==> src/core/sfm_map.svh <==
`ifndef SFM_MAP_SVH
`define SFM_MAP_SVH
// ==========================================================
// register offsets (byte addresses, one word each)
`define SFM_OFF_CTRL     8'h00
`define SFM_OFF_WDG_LOAD 8'h04
`define SFM_OFF_WDG_KICK 8'h08
`define SFM_OFF_EXC_STAT 8'h0C
`define SFM_OFF_EXC_CLR  8'h10
`define SFM_OFF_EXC_EN   8'h14
`define SFM_OFF_CAUSE    8'h18
`define SFM_OFF_HV_STAT  8'h1C
`define SFM_OFF_SP_BASE  8'h20
`define SFM_OFF_SP_LAST  8'h34
`define SFM_SP_STRIDE_SH 3
`define SFM_SP_HI_BIT    2
// ==========================================================
// control, exception, cause and high-voltage fields
`define SFM_CTRL_W      3
`define SFM_CTRL_DBLRD  0
`define SFM_CTRL_INVECC 1
`define SFM_CTRL_WDGEN  2
`define SFM_EXC_W       5
`define SFM_EX_SPU      0
`define SFM_EX_ECC      3
`define SFM_EX_SENS     4
`define SFM_CAUSE_W     6
`define SFM_CA_POR      0
`define SFM_CA_SENS     1
`define SFM_CA_RAM      2
`define SFM_CA_SCRUB    3
`define SFM_CA_ROM      4
`define SFM_CA_WDG      5
`define SFM_HV_FAIL     0
`define SFM_HV_BUSY     1
// ==========================================================
// timing, watchdog, scrubber and hamming constants
`define SFM_CLK_NS      4
`define SFM_RST_NS      64
`define SFM_RCNT_W      8
`define SFM_WDG_W       16
`define SFM_WDG_RST     16'hFFFF
`define SFM_SCR_MULT    16'h9E37
`define SFM_LFSR_TAPS   16'hB400
`define SFM_LFSR_SEED   16'hACE1
`define SFM_HAM_POS     32'hCBA97653
`endif

==> src/core/sfm_pkg.sv <==
package sfm_pkg;
  // cpu privilege groups, one stack pointer each
  typedef enum logic [1:0] {SFM_USER, SFM_SYS, SFM_SUPER} sfm_mode_type;

  // even parity, one bit per byte
  function automatic logic [3:0] sfm_par4(input logic [31:0] d);
    logic [3:0] p;
    p = '0;
    for (int i = 0; i < 4; i++)
      p[i] = ^d[8*i +: 8];
    return p;
  endfunction : sfm_par4
endpackage : sfm_pkg

==> src/core/sfm_sub_if.sv <==
`timescale 1ns/1ps
interface sfm_sub_if #(parameter int AW = 12);
  logic          ram_idle;
  logic          scrub_req;
  logic [AW-1:0] scrub_addr;
  logic          scrub_rvalid;
  logic [31:0]   scrub_rdata;
  logic [3:0]    scrub_rpar;
  logic          scrub_err;
  logic          ee_valid;
  logic [7:0]    ee_data;
  logic [3:0]    ee_chk;
  logic          corr_valid;
  logic [7:0]    corr_data;
  logic          ecc_err;
  modport scrub (input ram_idle, scrub_rvalid, scrub_rdata, scrub_rpar,
                 output scrub_req, scrub_addr, scrub_err);
  modport ecc (input ee_valid, ee_data, ee_chk,
               output corr_valid, corr_data, ecc_err);
endinterface : sfm_sub_if

==> src/core/sfm_top.sv <==
// Design decisions made here: the placing of the registers and register access over APB.
`timescale 1ns/1ps
`include "sfm_map.svh"
// Overview of operation
// [RQ1] out-of-range sensor forces reset or exception
// [RQ2] ram parity checked on every read
// [RQ3] scrubber checks whole ram, random order, idle
// [RQ4] any ram parity error forces security reset
// [RQ5] reset restores defaults, cause kept readable
// [RQ6] exception reason readable in status register
// [RQ7] no register write disables sensor monitoring
// [RQ8] three stack pointers with own limits
// [RQ9] stack pointer beyond limits raises exception
// [RQ10] high-voltage check per write, status only
// [RQ11] eeprom single-bit error per byte corrected
// [RQ12] rom parity checked too, errors force reset
// [RQ13] inverse correction option makes errors exceptions
// [RQ14] software switches eeprom double read
// [RQ15] program watchdog enabled and configured by software
// [RQ16] reset fault outranks same-cycle exception fault
module sfm_top #(
  parameter int            NS            = 4,
  parameter logic [NS-1:0] SENS_RST_MASK = '1,
  parameter int            RAM_AW        = 12,
  parameter int            SPW           = 16
)(
  input  wire logic                   pclk,
  input  wire logic                   presetn,
  input  wire logic [7:0]             paddr,
  input  wire logic                   psel,
  input  wire logic                   penable,
  input  wire logic                   pwrite,
  input  wire logic [31:0]            pwdata,
  output logic [31:0]                 prdata,
  output logic                        pready,
  output logic                        pslverr,
  input  wire logic [NS-1:0]          sens_alarm,
  input  wire logic                   hv_ok,
  input  wire logic                   ee_wr_busy,
  input  wire logic                   ram_rd_valid,
  input  wire logic [31:0]            ram_rd_data,
  input  wire logic [3:0]             ram_rd_par,
  input  wire logic                   ram_idle,
  output logic                        scrub_req,
  output logic [RAM_AW-1:0]           scrub_addr,
  input  wire logic                   scrub_rvalid,
  input  wire logic [31:0]            scrub_rdata,
  input  wire logic [3:0]             scrub_rpar,
  input  wire logic                   rom_rd_valid,
  input  wire logic [31:0]            rom_rd_data,
  input  wire logic [3:0]             rom_rd_par,
  input  wire logic                   ee_rd_valid,
  input  wire logic [7:0]             ee_rd_data,
  input  wire logic [3:0]             ee_rd_chk,
  output logic                        ee_corr_valid,
  output logic [7:0]                  ee_corr_data,
  output logic                        dbl_read_en,
  input  wire sfm_pkg::sfm_mode_type  cpu_mode,
  input  wire logic                   sp_wr_en,
  input  wire logic [SPW-1:0]         sp_wr_val,
  output logic [SPW-1:0]              active_sp,
  output logic                        sec_reset,
  output logic                        irq
);
  import sfm_pkg::*;

  // ==========================================================
  // state
  typedef struct packed {
    logic                    pready;
    logic                    pslverr;
    logic [31:0]             prdata;
    logic [`SFM_CTRL_W-1:0]  ctrl;
    logic [`SFM_WDG_W-1:0]   wdg_load;
    logic [`SFM_WDG_W-1:0]   wdg_cnt;
    logic [`SFM_EXC_W-1:0]   exc_stat;
    logic [`SFM_EXC_W-1:0]   exc_en;
    logic [`SFM_CAUSE_W-1:0] cause;
    logic                    hv_fail;
    logic                    hv_busy;
    logic [2:0][SPW-1:0]     sp;
    logic [2:0][SPW-1:0]     lim_lo;
    logic [2:0][SPW-1:0]     lim_hi;
    logic [NS:0]             sy1;
    logic [NS:0]             sy2;
    logic [NS:0]             sy3;
    logic [`SFM_RCNT_W-1:0]  rst_cnt;
    logic                    sec_reset;
    logic                    irq;
    logic [SPW-1:0]          active_sp;
  } sfm_top_state_type;

  localparam int RST_CYC = (`SFM_RST_NS + `SFM_CLK_NS - 1) / `SFM_CLK_NS;
  localparam sfm_top_state_type RST_STATE = '{
    wdg_load: `SFM_WDG_RST,
    wdg_cnt:  `SFM_WDG_RST,
    lim_hi:   '1,
    // hv bit starts at its good level, so no false loss follows reset
    sy1:      {1'b1, NS'(0)},
    sy2:      {1'b1, NS'(0)},
    sy3:      {1'b1, NS'(0)},
    cause:    `SFM_CAUSE_W'(1 << `SFM_CA_POR),
    default:  '0
  };

  sfm_top_state_type s_q, s_d;

  logic [NS-1:0]           sens_f;
  logic                    hv_lost;
  logic [1:0]              mi;
  logic                    sp_oob;
  logic [`SFM_CAUSE_W-1:0] rst_ev;
  logic [`SFM_EXC_W-1:0]   exc_ev;
  logic [`SFM_EXC_W-1:0]   exc_set;
  logic                    acc_wr;
  logic                    sp_hit;
  logic [1:0]              si;

  sfm_sub_if #(.AW(RAM_AW)) sub_if ();

  // unknown mode codes fall to the most privileged pointer
  function automatic logic [1:0] mode_idx(input sfm_mode_type m);
    return (m == SFM_USER) ? 2'h0 : (m == SFM_SYS) ? 2'h1 : 2'h2;
  endfunction : mode_idx

  // limit registers: lo at even word, hi at odd word, per mode
  function automatic logic [1:0] sp_sel(input logic [7:0] a);
    logic [7:0] o;
    o = a - `SFM_OFF_SP_BASE;
    return o[`SFM_SP_STRIDE_SH +: 2];
  endfunction : sp_sel

  // ==========================================================
  // helpers
  sfm_scrub #(.AW(RAM_AW)) u_scrub (
    .clk   (pclk),
    .rst_n (presetn),
    .bus   (sub_if)
  );

  sfm_ecc u_ecc (
    .clk   (pclk),
    .rst_n (presetn),
    .bus   (sub_if)
  );

  // memory side hookup
  assign sub_if.ram_idle = ram_idle;
  assign sub_if.scrub_rvalid = scrub_rvalid;
  assign sub_if.scrub_rdata = scrub_rdata;
  assign sub_if.scrub_rpar = scrub_rpar;
  assign sub_if.ee_valid = ee_rd_valid;
  assign sub_if.ee_data = ee_rd_data;
  assign sub_if.ee_chk = ee_rd_chk;
  assign scrub_req = sub_if.scrub_req;
  assign scrub_addr = sub_if.scrub_addr;
  assign ee_corr_valid = sub_if.corr_valid;
  assign ee_corr_data = sub_if.corr_data;

  // ==========================================================
  // fault events; sensors have no enable bit anywhere
  assign sens_f = s_q.sy2[NS-1:0] & s_q.sy3[NS-1:0]; // RQ7
  assign hv_lost = !s_q.sy2[NS] && !s_q.sy3[NS];
  assign mi = mode_idx(cpu_mode);
  assign sp_oob = sp_wr_en && (sp_wr_val < s_q.lim_lo[mi] || sp_wr_val > s_q.lim_hi[mi]);
  assign acc_wr = psel && penable && s_q.pready && pwrite;
  assign sp_hit = paddr >= `SFM_OFF_SP_BASE && paddr <= `SFM_OFF_SP_LAST && paddr[1:0] == 2'h0;
  assign si = sp_sel(paddr);

  // reset-forcing and exception-raising events
  always_comb
  begin
    rst_ev = '0;
    rst_ev[`SFM_CA_SENS] = |(sens_f & SENS_RST_MASK); // RQ1
    rst_ev[`SFM_CA_RAM] = ram_rd_valid && sfm_par4(ram_rd_data) != ram_rd_par; // RQ2
    rst_ev[`SFM_CA_SCRUB] = sub_if.scrub_err; // RQ4
    rst_ev[`SFM_CA_ROM] = rom_rd_valid && sfm_par4(rom_rd_data) != rom_rd_par; // RQ12
    rst_ev[`SFM_CA_WDG] = s_q.ctrl[`SFM_CTRL_WDGEN] && s_q.wdg_cnt == '0; // RQ15
    exc_ev = '0;
    exc_ev[`SFM_EX_SENS] = |(sens_f & ~SENS_RST_MASK); // RQ1
    exc_ev[`SFM_EX_ECC] = sub_if.ecc_err && s_q.ctrl[`SFM_CTRL_INVECC]; // RQ13
    if (sp_oob)
      exc_ev[`SFM_EX_SPU + mi] = 1'b1; // RQ9
    exc_set = (|rst_ev) ? '0 : exc_ev; // RQ16
  end

  // ==========================================================
  // next state
  always_comb
  begin
    s_d = s_q;
    // analog inputs cross via three flops
    s_d.sy1 = {hv_ok, sens_alarm};
    s_d.sy2 = s_q.sy1;
    s_d.sy3 = s_q.sy2;
    // apb: answer in the second access cycle, data ready with it
    s_d.pready = psel && penable && !s_q.pready;
    if (psel && penable && !s_q.pready)
    begin
      s_d.pslverr = 1'b0;
      s_d.prdata = '0;
      if (sp_hit)
        s_d.prdata = 32'(paddr[`SFM_SP_HI_BIT] ? s_q.lim_hi[si] : s_q.lim_lo[si]);
      else
        case (paddr)
          `SFM_OFF_CTRL:     s_d.prdata = 32'(s_q.ctrl);
          `SFM_OFF_WDG_LOAD: s_d.prdata = 32'(s_q.wdg_load);
          `SFM_OFF_EXC_STAT: s_d.prdata = 32'(s_q.exc_stat); // RQ6
          `SFM_OFF_EXC_EN:   s_d.prdata = 32'(s_q.exc_en);
          `SFM_OFF_CAUSE:    s_d.prdata = 32'(s_q.cause); // RQ5
          `SFM_OFF_HV_STAT:  s_d.prdata = 32'({s_q.hv_busy, s_q.hv_fail}); // RQ10
          `SFM_OFF_WDG_KICK, `SFM_OFF_EXC_CLR: s_d.prdata = '0;
          default:           s_d.pslverr = 1'b1;
        endcase
    end
    // high-voltage result: cleared at start of write, kept after
    s_d.hv_busy = ee_wr_busy;
    if (ee_wr_busy && !s_q.hv_busy)
      s_d.hv_fail = 1'b0; // RQ10
    if (ee_wr_busy && hv_lost)
      s_d.hv_fail = 1'b1; // RQ10
    // watchdog down-counter; expiry forces a reset, which loads the default count
    if (s_q.ctrl[`SFM_CTRL_WDGEN])
      s_d.wdg_cnt = (s_q.wdg_cnt == '0) ? s_q.wdg_load : s_q.wdg_cnt - 1'b1; // RQ15
    // stack pointers, one per mode
    if (sp_wr_en)
      s_d.sp[mi] = sp_wr_val; // RQ8
    // register writes
    if (acc_wr)
    begin
      if (sp_hit && paddr[`SFM_SP_HI_BIT])
        s_d.lim_hi[si] = pwdata[SPW-1:0]; // RQ8
      else if (sp_hit)
        s_d.lim_lo[si] = pwdata[SPW-1:0]; // RQ8
      else
        case (paddr)
          `SFM_OFF_CTRL:     s_d.ctrl = pwdata[`SFM_CTRL_W-1:0]; // RQ14
          `SFM_OFF_WDG_LOAD: s_d.wdg_load = pwdata[`SFM_WDG_W-1:0]; // RQ15
          `SFM_OFF_WDG_KICK: s_d.wdg_cnt = s_q.wdg_load; // RQ15
          `SFM_OFF_EXC_CLR:  s_d.exc_stat = s_q.exc_stat & ~pwdata[`SFM_EXC_W-1:0];
          `SFM_OFF_EXC_EN:   s_d.exc_en = pwdata[`SFM_EXC_W-1:0];
          default:           s_d.ctrl = s_d.ctrl;
        endcase
    end
    // sticky reasons: a new event beats a clear in the same cycle
    s_d.exc_stat = s_d.exc_stat | exc_set; // RQ6
    // forced reset: defaults back, cause recorded, pulse restarted
    if (|rst_ev)
    begin
      s_d.ctrl = RST_STATE.ctrl; // RQ5
      s_d.wdg_load = RST_STATE.wdg_load;
      s_d.wdg_cnt = RST_STATE.wdg_cnt;
      s_d.exc_stat = RST_STATE.exc_stat;
      s_d.exc_en = RST_STATE.exc_en;
      s_d.sp = RST_STATE.sp;
      s_d.lim_lo = RST_STATE.lim_lo;
      s_d.lim_hi = RST_STATE.lim_hi;
      s_d.hv_fail = RST_STATE.hv_fail;
      s_d.cause = rst_ev; // RQ16
      s_d.rst_cnt = `SFM_RCNT_W'(RST_CYC);
    end
    else if (s_q.rst_cnt != '0)
      s_d.rst_cnt = s_q.rst_cnt - 1'b1;
    s_d.sec_reset = s_d.rst_cnt != '0; // RQ4
    s_d.irq = |(s_d.exc_stat & s_d.exc_en);
    s_d.active_sp = s_d.sp[mi];
  end

  // asynchronous reset to constants only
  always_ff @(posedge pclk or negedge presetn)
  begin
    if (!presetn)
      s_q <= RST_STATE;
    else
      s_q <= s_d;
  end

  // ==========================================================
  // outputs, all from flops
  assign prdata = s_q.prdata;
  assign pready = s_q.pready;
  assign pslverr = s_q.pslverr;
  assign dbl_read_en = s_q.ctrl[`SFM_CTRL_DBLRD]; // RQ14
  assign active_sp = s_q.active_sp;
  assign sec_reset = s_q.sec_reset;
  assign irq = s_q.irq;
endmodule : sfm_top

==> src/core/sfm_scrub.sv <==
`timescale 1ns/1ps
`include "sfm_map.svh"
module sfm_scrub #(
  parameter int AW = 12
)(
  input wire logic clk,
  input wire logic rst_n,
  sfm_sub_if.scrub bus
);
  import sfm_pkg::*;

  typedef struct packed {
    logic [15:0]   lfsr;
    logic [AW-1:0] cnt;
    logic [AW-1:0] key;
    logic [AW-1:0] addr;
    logic          req;
    logic          busy;
    logic          err;
  } sfm_scrub_state_type;

  sfm_scrub_state_type q, d;

  // odd multiply plus key is a bijection, so every word is visited per pass
  function automatic logic [AW-1:0] scram(input logic [AW-1:0] c, input logic [AW-1:0] k);
    logic [AW-1:0] m;
    m = AW'(`SFM_SCR_MULT);
    return AW'(c * m + k);
  endfunction : scram

  // ==========================================================
  // one read in flight; issue only in cycles the cpu leaves free
  always_comb
  begin
    d = q;
    d.lfsr = {q.lfsr[14:0], ^(q.lfsr & `SFM_LFSR_TAPS)};
    d.req = 1'b0;
    d.err = 1'b0;
    if (bus.scrub_rvalid && q.busy)
    begin
      d.busy = 1'b0;
      d.err = sfm_par4(bus.scrub_rdata) != bus.scrub_rpar;
      d.cnt = q.cnt + 1'b1;
      if (&q.cnt)
        d.key = q.lfsr[AW-1:0]; // new visiting order each pass
    end
    else if (!q.busy && bus.ram_idle)
    begin
      d.req = 1'b1;
      d.busy = 1'b1;
      d.addr = scram(q.cnt, q.key); // RQ3
    end
  end

  always_ff @(posedge clk or negedge rst_n)
  begin
    if (!rst_n)
      q <= '{lfsr: `SFM_LFSR_SEED, default: '0};
    else
      q <= d;
  end

  assign bus.scrub_req = q.req;
  assign bus.scrub_addr = q.addr;
  assign bus.scrub_err = q.err;
endmodule : sfm_scrub

==> src/core/sfm_ecc.sv <==
`timescale 1ns/1ps
`include "sfm_map.svh"
module sfm_ecc (
  input wire logic clk,
  input wire logic rst_n,
  sfm_sub_if.ecc   bus
);
  import sfm_pkg::*;

  typedef struct packed {
    logic       valid;
    logic [7:0] data;
    logic       err;
  } sfm_ecc_state_type;

  sfm_ecc_state_type q, d;
  logic [31:0] pos;

  assign pos = `SFM_HAM_POS;

  // ==========================================================
  // hamming syndrome; a data position in it names the bit to flip
  always_comb
  begin
    logic [3:0] syn;
    syn = bus.ee_chk;
    d = q;
    d.valid = bus.ee_valid;
    d.err = 1'b0;
    if (bus.ee_valid)
    begin
      for (int i = 0; i < 8; i++)
        if (bus.ee_data[i])
          syn = syn ^ pos[4*i +: 4];
      d.data = bus.ee_data;
      for (int i = 0; i < 8; i++)
        if (syn == pos[4*i +: 4])
          d.data[i] = ~bus.ee_data[i]; // RQ11
      d.err = syn != 4'h0;
    end
  end

  always_ff @(posedge clk or negedge rst_n)
  begin
    if (!rst_n)
      q <= '0;
    else
      q <= d;
  end

  assign bus.corr_valid = q.valid;
  assign bus.corr_data = q.data;
  assign bus.ecc_err = q.err;
endmodule : sfm_ecc

==> config.mk <==
export PLATFORM = sky130hd
export DESIGN_NAME = sfm_top
export DESIGN_NICKNAME = d
export VERILOG_FILES = /design/src/core/sfm_pkg.sv /design/src/core/sfm_sub_if.sv /design/src/core/sfm_top.sv /design/src/core/sfm_scrub.sv /design/src/core/sfm_ecc.sv
export VERILOG_INCLUDE_DIRS = /design/src /design/src/core
export SDC_FILE = /design/constraint.sdc
export NUM_CORES = 1
export LEC_CHECK = 0
export BUFFER_PORTS_ARGS = -buffer_cell sky130_fd_sc_hd__buf_2
export CAP_MARGIN = 0
export CORE_ASPECT_RATIO = 1.5
export CORE_MARGIN = 5
export CORE_UTILIZATION = 41
export DETAILED_ROUTE_END_ITERATION = 12
export GPL_TIMING_DRIVEN = 0
export PLACE_DENSITY = 0.7
export SLEW_MARGIN = 20
export SYNTH_ARGS = -nofsm -noshare
export SYNTH_HDL_FRONTEND = slang
export SYNTH_SLANG_ARGS = --single-unit
==> constraint.sdc <==
create_clock -name pclk -period 4.71 [get_ports pclk]
set_clock_uncertainty 0.05 [all_clocks]
set_input_delay 0 -clock pclk [delete_from_list [all_inputs] [get_ports pclk]]
set_output_delay 0 -clock pclk [all_outputs]
set_load 0.01 [all_outputs]
==> summary.md <==
| Metric | Value |
|---|---|
| Std cell rows | 97 |
| Post-synthesis instance total | 2048 |
| GRT Total Usage | 0.218 |
| Max incr delay on CP | 0.53 ns |
| TritonCTS Buffers | 31 |
| WL/cell | 18.6 um |
| Via-per-instance ratio | 5.24 |
| Layout Utilization | 0.495 |
| Post-route worst setup slack | 0.431 ns |
| HPWL after DPL | 44.1 mm |
| DRC Markers | 0 |
| Maximum buffer depth of the clock tree | 3 |
| Final worst path period need | 4.28 ns |
| Gpl congestion | 0.932 |
| Fmax | 234 MHz |
| Post-Place Worst Slack | 0.468 ns |
| Maximum VDD drop | 0.438 mV |
| Layout Area Growth over Synthesis | 20.1% |
| RR Startpoint | u_scrub.q[29]$_DFFE_PN0P_ |
| 1st-iter DRT viols | 1043 |
| Mapped Area | 0.0191 sq mm |
| Global-route wire length before repair | 88.7 mm |
| Clk sinks | 321 |
| Busiest grt layer | met2 |
| Worst Reg2Reg Path Length in Cells | 15 |
| Largest net degree at the start of global routing | 103 |
| Cell internal pwr | 0.00573 W |
| Worst slew margin | 0.360 |
| Ratio of cells with drive above 1 in the final layout | 0.224 |
| Placeable Area | 0.0464 sq mm |
| Worst path slowest cell | fa_1 |
| M1 GR Usage | 0.231 |
| Critical Path End Type | flip-flop |
| Hold Crit Depth | 4 |
| Flops & latches, synth | 321 |
| Final period utilization | 0.909 |
| CP cell instances | ha_1 -> ha_1 -> fa_1 -> inv_1 -> fa_1 -> inv_1 -> fa_1 -> ha_1 -> nor2b_1 -> o21ai_0 -> a21oi_1 -> o21ai_0 -> a21o_1 -> a21oi_1 -> o31ai_1 |
| Worst-margin pin slew | 0.961 ns |
| Max Cap Viol | 0 |
| WL final | 56.2 mm |
| Clock slew at reported path FFs | 0.07 ns |
| Die X | 186 um |
| R2R setup slack | 0.43 ns |
| EDFF count, synth | 0 |
| Distinct cell type count after synthesis | 63 |
| Lkg Pwr | 10.4 nW |
| Post-synth top flop | dfrtp_1 |
| YS warnings | 0 |
| Net Sw Frac | 0.338 |
| Post-synthesis sequential area ratio | 0.427 |
| Final nets | 2712 |
| Vias | 15800 |
| Syn Area/Cell | 9.33 sq um |
| Unrepaired setup endpoints after global routing | false |
| Die ar. | 0.0511 sq mm |
| Fill count | 4297 |
| Grt total ovfl | 0 |
| I/O pin count | 270 |
| CP Capture Point | u_scrub.bus.scrub_addr[11]$_DFFE_PN0P_ |
| Setup Buffers After CTS | 0 |
| CTS H-tree depth | 1 |
| Clock power frac | 0.296 |
| WHS | 0.0295 ns |
| Total power | 0.00866 W |
| TritonCTS clock tree | done |
| Initial antenna violation count | 0 |
| Fin. Hold Viols | 0 |
| Final Setup Violations | 0 |
| Multi-input logic area | 0.00966 sq mm |
| Reg-to-Reg End | u_scrub.bus.scrub_addr[11]$_DFFE_PN0P_ |
| Met2 Use GR | 0.411 |
| Setup_tns | 0 ns |
| Required time worst endpoint | 5.15 ns |
| Worst-path maximum fanout | 5 |
| CTS root buffer | clkbuf_16 |
| Initial Util | 0.412 |
| CP startpoint | u_scrub.q[29]$_DFFE_PN0P_ |
| Arr. time, crit path | 4.72 ns |
| DRT Pass-1 Iters | 5 |
| Pwr Density | 377 mW/mm^2 |
| Async S/R FF share, synth | 1.00 |
| Status | complete, no violations |
| Sequential cell area | 0.00815 sq mm |
| CP Class | flip-flop to flip-flop |
| Die H | 274 um |
| Hold Crit Class | primary input to flip-flop |
| Max-slew violation count | 0 |
| Vias in the first global route | 17000 |
| Clock latency on the worst-skew pair | 0.59 ns |
| P_sw | 0.00293 W |
| Met3 GRT Util | 0.0330 |
| Worst Setup Start Kind | flip-flop |
| Comb power frac | 0.359 |
| Part of the power in registers | 0.346 |
| IO buf count | 234 |
| Final antenna-violating net count | 0 |
-- Yosys cell counts (all sizes together), types with 6 or more instances --
master	count	area (sq um)
nor4	6	50.0
xnor2	120	1050
a21o	10	75.1
nor3	21	105
and2	11	68.8
xor2	44	385
a22oi	6	45.0
nand2b	6	37.5
nor2	157	664
ha	81	1010
mux2i	89	891
fa	30	601
nand3b	6	45.0
dfstp	92	2420
a211oi	33	248
nand2	394	1480
clkbuf	78	293
buf	95	688
nor2b	6	37.5
mux2	17	191
a21oi	224	1270
inv	97	364
nand3	63	365
o21ai	48	240
o211ai	32	240
dfrtp	229	5730
-- stage by stage --
step	instance area, sq um	cells
2_1_floorplan	19200	2063
3_3_place_gp	21100	2891
3_5_place_dp	21200	2894
4_1_cts	22900	3025
5_1_grt	22900	3025
6_report	22900	3026
-- worst min-delay path by stage --
| stage | from | end | slack [ns] |
|---|---|---|---|
| 5_1_grt | hv_ok | s_d[35]$_DFF_PN1_ | 0.03 |
| 6_report | psel | pslverr$_DFFE_PN0P_ | 0.03 |
| 4_1_cts | hv_ok | s_d[35]$_DFF_PN1_ | 0.003 |
| 2_1_floorplan | presetn | active_sp[0]$_DFF_PN0_ | -0.35 |
| 3_3_place_gp | ee_wr_busy | s_q[185]$_DFF_PN0_ | 0.07 |
| 3_5_place_dp | presetn | u_ecc.bus.corr_data[0]$_DFFE_PN0P_ | -0.11 |
-- power by group through the flow --
stage               Clock [W]  Combinational [W]  Sequential (W)
finish                0.00256            0.00310         0.00299
global route          0.00273            0.00356         0.00301
CTS                   0.00262            0.00317         0.00299
detailed placement          0            0.00308         0.00304
global placement            0            0.00300         0.00304
floorplan                   0            0.00221         0.00301
-- per-layer routing --
metal  vias up  wire, um
li1       7468         -
met1      7665     19800
met2       555     30400
met3       156      2870
met4         0      3090
met5         -         0
-- flip-flops by register name, summed over array words and instances, names as in the netlist, 8 cells and up --
| signal | flops |
|---|---|
| u_scrub.bus.scrub_addr | 12 |
| active_sp | 16 |
| u_ecc.bus.corr_data | 8 |
| u_scrub.q | 26 |
| u_scrub.d | 15 |
| s_d | 10 |
| prdata | 16 |
| s_q | 209 |
-- area by class of cell --
type / count / area share
antenna: 1 / 0.000109
buffer: 173 / 0.0428
clock buffer: 44 / 0.0390
clock inverter: 14 / 0.00616
inverter: 97 / 0.0159
multi-input combinational: 1472 / 0.421
sequential: 321 / 0.355
tap: 594 / 0.0324
timing repair buffer: 310 / 0.0874
-- critical path, delay by kind of cell (launching register included) --
family          cells  cell delay (ns)
fa+ha+maj           6             2.35
compound gates      6             1.06
flops               1             0.47
simple gates        1             0.15
buf+inv             2             0.11
-- layout by cell type, fill, tap and decap left out, drive strengths merged, types with 4 or more instances in the layout --
cell type / n
a22oi: 6
fa: 30
ha: 81
mux2i: 89
a21oi: 224
nand2b: 6
mux2: 17
clkbuf: 122
xnor3: 4
xor2: 44
nor2: 157
xnor2: 120
a211oi: 33
dlygate4sd3: 72
nand2: 394
clkinv: 7
clkinvlp: 4
dfrtp: 229
nand3: 63
and3: 5
o211ai: 32
conb: 16
o21ai: 48
nor2b: 6
buf: 333
dfstp: 92
nand4: 5
or4: 4
nand3b: 6
nor3: 21
nor4: 6
a21o: 10
and2: 11
inv: 98
-- cells by family after synthesis --
| kind of cell | share of synthesized area |
|---|---|
| flip-flops | 0.427 |
| multiplexers | 0.0590 |
| adder cells (fa/ha/maj) | 0.0845 |
| other | 0.000196 |
| buffers and inverters | 0.0704 |
| XOR/XNOR | 0.0799 |
| AO/OA/AOI/OAI | 0.120 |
| AND/OR/NAND/NOR | 0.159 |
-- repair_timing --
item / CTS / global route
gates resized for setup: 0 / 0
hold endpoints to repair: 391 / 0
hold buffers: 73 / 0
(Power assumes the default switching activity.)
